**src/hw/scope_trigger_consts.vh**
```
/*
  constants for the scope trigger unit: modes, sources, relations, operators, timing.
  assumes a 100 MHz clock and 32-bit source values, signed except for the U32 and U16 address types.
*/
`ifndef SCOPE_TRIGGER_CONSTS_VH
`define SCOPE_TRIGGER_CONSTS_VH

`define MODE_MANUAL      2'h0
`define MODE_IMMEDIATE   2'h1
`define MODE_SIMPLE      2'h2
`define MODE_LOGIC       2'h3

`define SRC_INACTIVE     2'h0
`define SRC_PARAMETER    2'h1
`define SRC_SIGNAL       2'h2
`define SRC_ADDRESS      2'h3

`define TYPE_S32         2'h0
`define TYPE_U32         2'h1
`define TYPE_S16         2'h2
`define TYPE_U16         2'h3

`define REL_LT           3'h0
`define REL_LE           3'h1
`define REL_GT           3'h2
`define REL_GE           3'h3
`define REL_EQ           3'h4
`define REL_NE           3'h5

`define OP_AND           3'h0
`define OP_OR            3'h1
`define OP_XOR           3'h2
`define OP_NAND          3'h3
`define OP_NOR           3'h4
`define OP_XNOR          3'h5
`define OP_FIRST         3'h6
`define OP_SECOND        3'h7

`define CLK_MHZ          100
`define US_TIME_W        16
`define HOLD_CNT_W       24
`define FILL_FULL_PCT    7'h64
`define FILL_CNT_W       32

`endif

```
**src/hw/trigger_condition.v**
```verilog
/*
  one trigger condition: source selection, sign removal, bit mask, relation,
  minimum hold time and optional edge detection.
  assumes source values are already sampled into the clk domain.
*/
`timescale 1ns/10ps
`default_nettype none
`include "scope_trigger_consts.vh"

module trigger_condition (
  input  wire        clk,
  input  wire        reset_n,
  input  wire        enable,
  input  wire [1:0]  source_sel,
  input  wire [31:0] parameter_value,
  input  wire [31:0] signal_value,
  input  wire [31:0] address_value,
  input  wire [1:0]  address_type,
  input  wire [2:0]  relation,
  input  wire [31:0] compare_value,
  input  wire [`US_TIME_W-1:0] min_time_us,
  input  wire        abs_enable,
  input  wire        mask_enable,
  input  wire [4:0]  mask_bit,
  input  wire        edge_enable,
  output reg         met
);

  reg  [31:0]              raw;
  reg  signed [32:0]       src;
  reg  signed [32:0]       cmp;
  reg                      is_signed;
  reg                      hit;
  reg  [`HOLD_CNT_W-1:0]   hold_cnt;
  reg                      held_prev;
  wire [`HOLD_CNT_W-1:0]   hold_need;
  wire [31:0]              hold_product;
  wire                     held;

  function signed [32:0] magnitude;
    input signed [32:0] v;
    begin
      magnitude = (v < 0) ? -v : v;
    end
  endfunction

  // microseconds to cycles; a zero minimum still needs one true sample
  // full product kept at 32 bits; the largest minimum time still fits the hold counter
  assign hold_product = {{(32-`US_TIME_W){1'b0}}, min_time_us} * `CLK_MHZ;
  assign hold_need    = hold_product[`HOLD_CNT_W-1:0];

  always @* begin
    raw = 32'h0;
    is_signed = 1'b1;
    case (source_sel)
      `SRC_PARAMETER: raw = parameter_value;
      `SRC_SIGNAL:    raw = signal_value;
      `SRC_ADDRESS: begin
        case (address_type)
          `TYPE_U32: begin
            raw = address_value;
            is_signed = 1'b0;
          end
          `TYPE_S16: raw = {{16{address_value[15]}}, address_value[15:0]};
          `TYPE_U16: begin
            raw = {16'h0, address_value[15:0]};
            is_signed = 1'b0;
          end
          default:   raw = address_value;
        endcase
      end
      default:        raw = 32'h0;
    endcase
    src = is_signed ? {raw[31], raw} : {1'b0, raw};
    cmp = is_signed ? {compare_value[31], compare_value} : {1'b0, compare_value};
    if (mask_enable) begin
      src = {32'h0, raw[mask_bit]};
      cmp = {32'h0, compare_value[0]};
    end else if (abs_enable) begin
      src = magnitude(src);
      cmp = magnitude(cmp);
    end
    case (relation)
      `REL_LT: hit = src < cmp;
      `REL_LE: hit = src <= cmp;
      `REL_GT: hit = src > cmp;
      `REL_GE: hit = src >= cmp;
      `REL_EQ: hit = src == cmp;
      `REL_NE: hit = src != cmp;
      default: hit = 1'b0;
    endcase
    // an inactive source never contributes
    if (!enable || source_sel == `SRC_INACTIVE)
      hit = 1'b0;
  end

  assign held = hit && (hold_cnt >= hold_need);

  always @(posedge clk or negedge reset_n) begin
    if (!reset_n) begin
      hold_cnt  <= {`HOLD_CNT_W{1'b0}};
      held_prev <= 1'b0;
      met       <= 1'b0;
    end else begin
      if (!hit)
        hold_cnt <= {`HOLD_CNT_W{1'b0}};
      else if (hold_cnt < hold_need)
        hold_cnt <= hold_cnt + {{(`HOLD_CNT_W-1){1'b0}}, 1'b1};
      held_prev <= held;
      met <= edge_enable ? (held && !held_prev) : held;
    end
  end

endmodule // trigger_condition

`default_nettype wire

```
**src/hw/scope_trigger_unit.v**
```verilog
/*
  trigger decision for one axis of the recording scope; instantiate once per axis.
  assumes start/stop are one-cycle pulses and sample_tick marks each stored sample.
*/
// Contract
// - manual mode triggers on the stop command whether or not the pre-trigger is filled.
// - immediate mode triggers after start as soon as the pre-trigger time has elapsed.
// - simple mode triggers once its single condition is met and the pre-trigger has elapsed.
// - logic mode triggers once the combined result is true and the pre-trigger has elapsed.
// - logic mode combines exactly two conditions through one operator; simple mode uses one.
// - each condition has a source, a relation and a comparison value.
// - a source is inactive, a parameter, a signal or a typed memory location.
// - relations are less, less-equal, greater, greater-equal, equal and not equal.
// - a condition is met only after staying true for the minimum time in microseconds.
// - the absolute option drops the sign of both values before comparing.
// - the mask option evaluates only one selected bit of the source.
// - an edge option per condition turns edge detection on or off.
// - in manual mode the condition sources act as inactive.
// - mode and conditions are configured per axis.
// - operators are AND, OR, XOR, NAND, NOR, XNOR, first only and second only.
// - the pre-trigger is a 0 to 100 percent share of memory filled before trigger-ready.
`timescale 1ns/10ps
`default_nettype none
`include "scope_trigger_consts.vh"

module scope_trigger_unit (
  input  wire        clk,
  input  wire        reset_n,
  input  wire        start,
  input  wire        stop,
  input  wire        sample_tick,
  input  wire [`FILL_CNT_W-1:0] memory_depth,
  input  wire [6:0]  pretrigger_pct,
  input  wire [1:0]  trigger_mode,
  input  wire [2:0]  logic_op,
  input  wire [1:0]  a_source,
  input  wire [31:0] a_parameter_value,
  input  wire [31:0] a_signal_value,
  input  wire [31:0] a_address_value,
  input  wire [1:0]  a_address_type,
  input  wire [2:0]  a_relation,
  input  wire [31:0] a_compare_value,
  input  wire [`US_TIME_W-1:0] a_min_time_us,
  input  wire        a_abs,
  input  wire        a_mask,
  input  wire [4:0]  a_mask_bit,
  input  wire        a_edge,
  input  wire [1:0]  b_source,
  input  wire [31:0] b_parameter_value,
  input  wire [31:0] b_signal_value,
  input  wire [31:0] b_address_value,
  input  wire [1:0]  b_address_type,
  input  wire [2:0]  b_relation,
  input  wire [31:0] b_compare_value,
  input  wire [`US_TIME_W-1:0] b_min_time_us,
  input  wire        b_abs,
  input  wire        b_mask,
  input  wire [4:0]  b_mask_bit,
  input  wire        b_edge,
  output reg         running,
  output reg         trigger_ready,
  output reg         triggered,
  output reg         trigger
);

  localparam ST_IDLE    = 2'h0;
  localparam ST_FILLING = 2'h1;
  localparam ST_ARMED   = 2'h2;
  localparam ST_DONE    = 2'h3;

  reg  [1:0]              state;
  reg  [1:0]              next_state;
  reg  [`FILL_CNT_W-1:0]  fill_cnt;
  reg  [1:0]              mode;
  reg  [2:0]              op;
  reg                     combined;
  reg                     fire;
  wire                    met_a;
  wire                    met_b;
  wire                    auto_mode;
  wire                    use_b;
  wire [`FILL_CNT_W+6:0]  fill_scaled;
  wire [`FILL_CNT_W+6:0]  need_scaled;
  wire [6:0]              pct;
  wire                    fill_done;

  // mode and operator latch at start so a mid-run change cannot alter the armed run
  assign auto_mode = (mode == `MODE_SIMPLE) || (mode == `MODE_LOGIC);
  assign use_b     = (mode == `MODE_LOGIC);

  // both sides of the fill test go through this one multiply, so no divider is needed
  function [`FILL_CNT_W+6:0] scale_pct;
    input [`FILL_CNT_W-1:0] count;
    input [6:0]             share;
    begin
      scale_pct = {7'h0, count} * {{`FILL_CNT_W{1'b0}}, share};
    end
  endfunction

  // percentage compared by cross-multiplying; no divider needed
  assign pct         = (pretrigger_pct > `FILL_FULL_PCT) ? `FILL_FULL_PCT : pretrigger_pct;
  assign fill_scaled = scale_pct(fill_cnt, `FILL_FULL_PCT);
  assign need_scaled = scale_pct(memory_depth, pct);
  assign fill_done   = fill_scaled >= need_scaled;

  trigger_condition cond_a (
    .clk             (clk),
    .reset_n         (reset_n),
    .enable          (running && auto_mode),
    .source_sel      (a_source),
    .parameter_value (a_parameter_value),
    .signal_value    (a_signal_value),
    .address_value   (a_address_value),
    .address_type    (a_address_type),
    .relation        (a_relation),
    .compare_value   (a_compare_value),
    .min_time_us     (a_min_time_us),
    .abs_enable      (a_abs),
    .mask_enable     (a_mask),
    .mask_bit        (a_mask_bit),
    .edge_enable     (a_edge),
    .met             (met_a)
  );

  trigger_condition cond_b (
    .clk             (clk),
    .reset_n         (reset_n),
    .enable          (running && use_b),
    .source_sel      (b_source),
    .parameter_value (b_parameter_value),
    .signal_value    (b_signal_value),
    .address_value   (b_address_value),
    .address_type    (b_address_type),
    .relation        (b_relation),
    .compare_value   (b_compare_value),
    .min_time_us     (b_min_time_us),
    .abs_enable      (b_abs),
    .mask_enable     (b_mask),
    .mask_bit        (b_mask_bit),
    .edge_enable     (b_edge),
    .met             (met_b)
  );

  always @* begin
    case (op)
      `OP_AND:    combined = met_a & met_b;
      `OP_OR:     combined = met_a | met_b;
      `OP_XOR:    combined = met_a ^ met_b;
      `OP_NAND:   combined = ~(met_a & met_b);
      `OP_NOR:    combined = ~(met_a | met_b);
      `OP_XNOR:   combined = ~(met_a ^ met_b);
      `OP_FIRST:  combined = met_a;
      `OP_SECOND: combined = met_b;
      default:    combined = 1'b0;
    endcase
  end

  always @* begin
    fire = 1'b0;
    next_state = state;
    case (state)
      ST_IDLE: begin
        if (start)
          next_state = ST_FILLING;
      end
      ST_FILLING, ST_ARMED: begin
        if (mode == `MODE_MANUAL) begin
          if (stop)
            fire = 1'b1;
        end else if (stop) begin
          next_state = ST_IDLE;
        end else if (state == ST_ARMED) begin
          case (mode)
            `MODE_IMMEDIATE: fire = 1'b1;
            `MODE_SIMPLE:    fire = met_a;
            `MODE_LOGIC:     fire = combined;
            default:         fire = 1'b0;
          endcase
        end else if (fill_done) begin
          next_state = ST_ARMED;
        end
        if (fire)
          next_state = ST_DONE;
        else if (state == ST_FILLING && mode == `MODE_MANUAL && fill_done)
          next_state = ST_ARMED;
      end
      ST_DONE: begin
        if (start)
          next_state = ST_FILLING;
      end
      default: next_state = ST_IDLE;
    endcase
  end

  always @(posedge clk or negedge reset_n) begin
    if (!reset_n) begin
      state         <= ST_IDLE;
      fill_cnt      <= {`FILL_CNT_W{1'b0}};
      mode          <= `MODE_MANUAL;
      op            <= `OP_AND;
      running       <= 1'b0;
      trigger_ready <= 1'b0;
      triggered     <= 1'b0;
      trigger       <= 1'b0;
    end else begin
      state <= next_state;
      if ((state == ST_IDLE || state == ST_DONE) && start) begin
        mode     <= trigger_mode;
        op       <= logic_op;
        fill_cnt <= {`FILL_CNT_W{1'b0}};
      end else if (sample_tick && state != ST_IDLE && state != ST_DONE
                   && fill_cnt != memory_depth) begin
        fill_cnt <= fill_cnt + {{(`FILL_CNT_W-1){1'b0}}, 1'b1};
      end
      running       <= (next_state == ST_FILLING) || (next_state == ST_ARMED);
      trigger_ready <= (next_state == ST_ARMED);
      triggered     <= (next_state == ST_DONE);
      trigger       <= fire;
    end
  end

endmodule // scope_trigger_unit

`default_nettype wire

```
**config.mk**
```make
export PLATFORM = sky130hd
export DESIGN_NAME = scope_trigger_unit
export DESIGN_NICKNAME = d
export VERILOG_FILES = /design/src/hw/trigger_condition.v /design/src/hw/scope_trigger_unit.v
export VERILOG_INCLUDE_DIRS = /design/src /design/src/hw
export SDC_FILE = /design/constraint.sdc
export NUM_CORES = 2
export LEC_CHECK = 0
export BUFFER_PORTS_ARGS = -buffer_cell sky130_fd_sc_hd__buf_4
export CAP_MARGIN = 20
export CORE_MARGIN = 2
export CORE_UTILIZATION = 40
export DETAILED_ROUTE_END_ITERATION = 16
export GPL_TIMING_DRIVEN = 0
export SYNTH_ARGS = -nofsm -noshare
export SYNTH_HDL_FRONTEND = slang
export SYNTH_HIERARCHICAL = 1
export SYNTH_SLANG_ARGS = --single-unit
```
**constraint.sdc**
```tcl
create_clock -name clk -period 5.75 [get_ports clk]
set_clock_uncertainty 0.05 [all_clocks]
set_input_delay 0.575 -clock clk [delete_from_list [all_inputs] [get_ports clk]]
set_output_delay 0.575 -clock clk [all_outputs]
set_load 0.02 [all_outputs]
```
After elaboration in Yosys (flattened, before gate mapping)

Index checks and enable logic that the tools add are counted.

Shifts and indexed selects: 0
$add $sub $neg: 7
Bitwise gates (word level): 6
Eq/ne operators: 46
Magnitude comparators: 20
Reduce and logical (&&, ||, !) cells: 34
Multiply operators: 4
Div/mod/pow operators: 0
Mux-type cells: 57

Operators by type and width:

| cell                  | count |
|---|---|
| $mux 33               | 16 |
| $pmux 32 s3           | 2 |
| $lt 33x1->1 const B   | 4 |
| $neg 33->33           | 4 |
| $pmux 32 s2           | 2 |
| $mux 24               | 4 |
| $eq 33x33->1          | 2 |
| $ge 33x33->1          | 2 |
| $gt 33x33->1          | 2 |
| $le 33x33->1          | 2 |
| $lt 33x33->1          | 2 |
| $ne 33x33->1          | 2 |
| $mux 32               | 2 |
| $add 24x1->24 const B | 2 |
| $ge 24x23->1          | 2 |
| $lt 24x23->1          | 2 |
| $mul 16x5->21 const B | 2 |
| $ge 39x39->1          | 1 |
| $mul 32x7->39         | 1 |
| $mul 32x5->37 const B | 1 |
| $add 32x1->32 const B | 1 |
| $ne 32x32->1          | 1 |
| $eq 2x2->1 const B    | 14 |
| $eq 3x3->1 const B    | 8 |
| 25 further kinds      | 93 |

Memories: 0
Bits of input ports: 367
Bits in read-only memories: 0
Flip-flop bits (word level): 95
RAM bits: 0
Output and inout port bits: 4
Word-level logic and storage cells: 188
Bits in latches: 0

Depth between registers and ports, before layout

Depth after elaboration: 15
Depth in mapped cells: 34
Gate-level depth less buffers: 32

By module

The synthesis kept the hierarchy.

By module, submodules not included:

| module                      | seq. area each (µm²) | area an instance (µm²) | times used | cells an instance |
|---|---|---|---|---|
| scope_trigger_unit          | 1076.0               | 13610.6                | 1          | 1548 |
| trigger_condition at cond_b | 650.6                | 7059.3                 | 1          | 893 |
| trigger_condition at cond_a | 650.6                | 6921.6                 | 1          | 880 |

Least setup slack after synthesis

OpenSTA, ideal clock, no wires.

Path type: input to register
Start point: input pretrigger_pct[4]
End point: register running
Setup slack: -1.474 ns
Path buffers: 2
Required time: 5.637 ns
Arrival time: 7.111 ns
Stages on the path: 30
Library setup time: 0.063 ns
Path through: clkbuf_1 > nor2_1 > o21bai_1 > clkbuf_1 > and2_1 > fa_1 > fa_1 > fa_1 > fa_1 > ha_1 > a2111oi_0 > o21ai_1 > a221oi_2 > o21ai_2 > a41oi_2 > o21ai_2 > a211oi_2 > a211oi_1 > xnor2_1 > ha_1 > nand4_1 > nor4_1 > o211ai_1 > o211ai_1 > a21oi_1 > o2111ai_1 > nand2_1 > inv_1 > ha_1 > inv_1

Cells in the longest elaborated chain, start to end: 13
Elaborated cells on any way between the ends: 15
Classes of those cells: mul: 1; order compare: 2; eq/ne: 2; mux: 8; reduce/logical: 2

RTL lines:

| what                                     | line                     | RTL |
|---|---|---|
| start: declaration                       | scope_trigger_unit.v:33  | `input wire [6:0] pretrigger_pct,` |
| $gt 7x7->1 (no source line)              | --                       |  |
| $mux 7 *                                 | scope_trigger_unit.v:101 | `` assign pct = (pretrigger_pct > `FILL_FULL_PCT) ? `FILL_FULL_PCT : pretrigger_pct; `` |
| $mul 32x7->39 *                          | scope_trigger_unit.v:96  | `` scale_pct = {7'h0, count} * {{`FILL_CNT_W{1'b0}}, share}; `` |
| $ge 39x39->1 *                           | scope_trigger_unit.v:104 | `assign fill_done = fill_scaled >= need_scaled;` |
| $mux 2                                   | scope_trigger_unit.v:179 | `end else if (fill_done) begin` |
| $mux 2                                   | scope_trigger_unit.v:172 | `end else if (state == ST_ARMED) begin` |
| $mux 2                                   | scope_trigger_unit.v:170 | `end else if (stop) begin` |
| $mux 2                                   | scope_trigger_unit.v:167 | `` if (mode == `MODE_MANUAL) begin `` |
| $mux 2 *                                 | scope_trigger_unit.v:184 | `` else if (state == ST_FILLING && mode == `MODE_MANUAL && fill_done) `` |
| $mux 2 *                                 | scope_trigger_unit.v:182 | `if (fire)` |
| $pmux 2 s2 *                             | scope_trigger_unit.v:161 | `case (state)` |
| named net next_state[0]                  | scope_trigger_unit.v:72  | `reg [1:0] next_state;` |
| $eq 2x1->1 or $eq 2x2->1 (tied branches) | scope_trigger_unit.v:215 | `running <= (next_state == ST_FILLING) \|\| (next_state == ST_ARMED);` |
| $logic_or 1x1->1 *                       | scope_trigger_unit.v:215 |  |
| end signal: assignment                   | scope_trigger_unit.v:215 |  |
| end: declaration                         | scope_trigger_unit.v:60  | `output reg running,` |

Mark *: on every way through the listed nets, which the timed path passes. The rest lies on a longest branch.
A chain may end at the register's enable or synchronous reset.

Worst setup path in the final report

Start point: input pretrigger_pct[2]
End point: register running

Same word-level chain as after synthesis.

==> metrics.md <==
| Metric | Value |
|---|---|
| Buf+Inv Stages, Crit Path | 6 |
| Final max-slew violation count | 0 |
| Synth top cells by count | 422 x ha_1, 385 x inv_1, 198 x fa_1 |
| Net count, final | 4,742 |
| Worst IR Drop VDD | 0.1683 mV |
| Fin Setup TNS | -8415 ps |
| TritonCTS clock tree | yes |
| Layout cells sized above 1 | 19.98% |
| Top Layer Used | met5 |
| Cts bufs inserted | 9 |
| Worst path slowest cell | fa_1 |
| Combinational power share | 80.5% |
| Switching portion of total power | 48.55% |
| Most frequent cell after synthesis | ha_1 |
| Ys flop type | dfrtp_1 |
| Pre-CTS WS | -3041 ps |
| I/O Buffers | 357 |
| Max-cap violations | 0 |
| Clk pwr share | 9.1% |
| CTS max path bufs | 2 |
| Post-Syn Area per Cell | between 8 and 9 sq um |
| CTS sink count | between 90 and 100 |
| EDFF count, synth | 0 |
| Clock-pin slew on the worst setup and hold paths | 70 ps |
| Vias per Instance | 5.496 |
| Int Power | 3.876 mW |
| Cells after Synth | 3,321 |
| Reg power frac | between 10% and 20% |
| Power Density | 227.2 nW/um^2 |
| Fmax | 132.0 MHz |
| Floorplan core area | 68,470 sq um |
| Pin count of the biggest net entering global routing | between 50 and 60 |
| Syn. warnings | 6 |
| CP startpoint kind | primary input |
| Most common cell on crit path | fa_1 |
| RSZ-0062 raised after global routing | yes |
| Die area | 71,090 sq um |
| Register Area | 2377 sq um |
| Initial core utilization | 40.30% |
| Register bit total from synthesis | 95 |
| Hold buffers post-CTS | 0 |
| Mapped cell area | roughly 28,000 sq um |
| Post-synth top area cell | ha_1 |
| Pleak | 16.34 nW |
| Skew-Pair Late Insertion Delay | 360 ps |
| Num ports | 371 |
| Slew @ Worst Pin | 869.5 ps |
| Global-route wire length before repair | 133,800 um |
| Met3 Wirelength | 3467 um |
| Failing checks | negative setup slack |
| Cell family with most CP delay | adder cells |
| Initial DRC count | about 1,400 |
| Switching pwr | 3.658 mW |
| Setup WS post-layout | -1826 ps |
| Chip width | approximately 270 um |
| Initial antenna violation count | 3 |
| Setup violations, final | 5 |
| Synth unique cells | 99 |
| Clk root buf | clkbuf_16 |
| Seq/Total Area, Yosys | 8.616% |
| Fill cells | 6,795 |
| Worst Hold Class | primary input to asynchronous set/reset pin |
| Critical Path End Type | flip-flop |
| Critical path class | primary input to flip-flop |
| Post-synthesis net count | approximately 4,300 |
| Post-route clock period utilization | 131.8% |
| Worst-path maximum fanout | 6 |
| Post-DP HPWL | 70,410 um |
| Routed Antenna Nets | 0 |
| Slew margin rel. | 42.04% |
| Routed len/inst | 17.99 um |
| Tot GR Track Use | 23.12% |
| Vias in the first global route | 25,040 |
| WL met2 | 39,030 um |
| Placer Congestion | between 0.9 and 1 |
| DR vias | 25,510 |
| Chip height | 266.6 um |
| Yosys top cell area share | a little under a fifth |
| Area contributors post-synth | ha_1 19%, fa_1 14%, dfrtp_1 8.6% |
| Critical path data required time | around 6000 ps |
| Async set or reset register ratio after synthesis | 100.0% |
| Outcome | finished with violations |
| Multi-input gate area | ~24,000 sq um |
| 1st-pass router iterations | 7 |
| Met1 Wirelength | a little under 40,000 um |
| Site row count | 96 |
| Crit path time final | approximately 7600 ps |
| Area grow syn2layout | 20.18% |
| Post-Route WL | 83,530 um |
| H-tree lvl count | 3 |
| Global route overflow | 0 |
| CP peak stage delay | 520 ps |
| # DRC | 0 |
| Fin. Hold Viols | 0 |
| CP arrival | a little under 8000 ps |
-- layer usage --
metal	GRT usage, %	up-vias
li1	-	12650
met1	32.65	12150
met2	38.46	625
met3	2.242	91
met4	4.358	4
met5	0	-
-- what timing repair did --
action,CTS,global route
gates cloned,1,1
resized for setup,97,76
endpoints found under the setup margin,56,56
pin swaps,49,54
buffers inserted,40,27
-- cell families (layout without fill, tap and decap cells) --
logic type                 Yosys count  after routing  share of synthesized area [%]
AOI/OAI and AO/OA                  703            703                          17.58
buffers and inverters              513            951                          7.269
adders and majority gates          620            620                          33.50
other                                0              1                              0
DFF                                 95             95                          8.616
xor gates and xnor gates           258            258                          8.190
muxes                               74             74                          3.750
and+or+nand+nor                   1058           1058                          21.09
-- through the flow --
| stage | utilization, % | hold slack, ps | total power [mW] | cells | cell area, sq um |
|---|---|---|---|---|---|
| 6_report | 48.43 | 153.8 | 7.533 | 4642 | 33160 |
| 5_1_grt | 48.43 | 192.8 | 8.360 | 4642 | 33160 |
| 4_1_cts | 47.76 | 169.5 | 7.364 | 4616 | 32700 |
| 3_5_place_dp | 46.27 | 358.2 | 6.350 | 4562 | 31680 |
| 3_3_place_gp | 46.22 | 377.8 | 6.326 | 4560 | 31650 |
| 2_1_floorplan | - | 229.4 | 4.970 | 3321 | 27860 |
-- final cells by class --
cell class	count	share of cell area, %
Buffer	125	2.154
Tap cell	882	3.328
Antenna cell	1	0.007546
Multi-Input combinational cell	2713	72.07
Clock inverter	4	0.2868
Sequential cell	95	7.169
Timing Repair Buffer	426	9.920
Clock buffer	11	0.7018
Inverter	385	4.358
-- power by group through the flow --
stage / sequential (mW) / clock [mW] / combinational, mW
finish: 0.782 / 0.688 / 6.06
global route: 0.791 / 0.737 / 6.83
CTS: 0.783 / 0.712 / 5.87
detailed placement: 0.795 / 0 / 5.55
global placement: 0.797 / 0 / 5.53
floorplan: 0.784 / 0 / 4.19
-- registers in the layout, indices dropped and copies added (netlist names) --
register	flops
fill_cnt	32
cond_a/hold_cnt	24
cond_b/hold_cnt	24
op	3
mode	2
state	2
cond_a/held_prev	1
cond_a/met	1
cond_b/held_prev	1
cond_b/met	1
running	1
trigger	1
trigger_ready	1
triggered	1
-- worst paths after layout --
check | from | end | slack (ps) | cells after the start
worst max-delay path | pretrigger_pct[2] | running | -1830 | 30
worst min-delay path | reset_n | trigger | 150 | 1
worst max register to register | fill_cnt[3] | running | -820 | 25
worst min register to register | cond_a/held_prev | cond_a/met | 390 | 1
max in group asynchronous | reset_n | fill_cnt[1] | 4780 | 2
min in group clk | a_edge | cond_a/met | 370 | 2
-- cells in the final DEF (no fill, tap or decap), types with 31 or more instances in the layout --
cell type and instances:
a21oi_1 173, nand2b_1 69, o21ai_0 89, dfrtp_1 95, a22oi_1 35, and3_1 139, xor2_1 94, nand4_1 57
and2_1 94, a21o_1 73, a31oi_1 31, nor3_1 68, or2_2 41, ha_1 407, clkbuf_1 59, mux2_2 33
buf_4 419, fa_1 196, xnor2_1 164, nand2_1 154, inv_1 379, nor2_1 181, o31ai_1 39, nand3_1 63
nor2b_1 35
(Power assumes the default switching activity.)
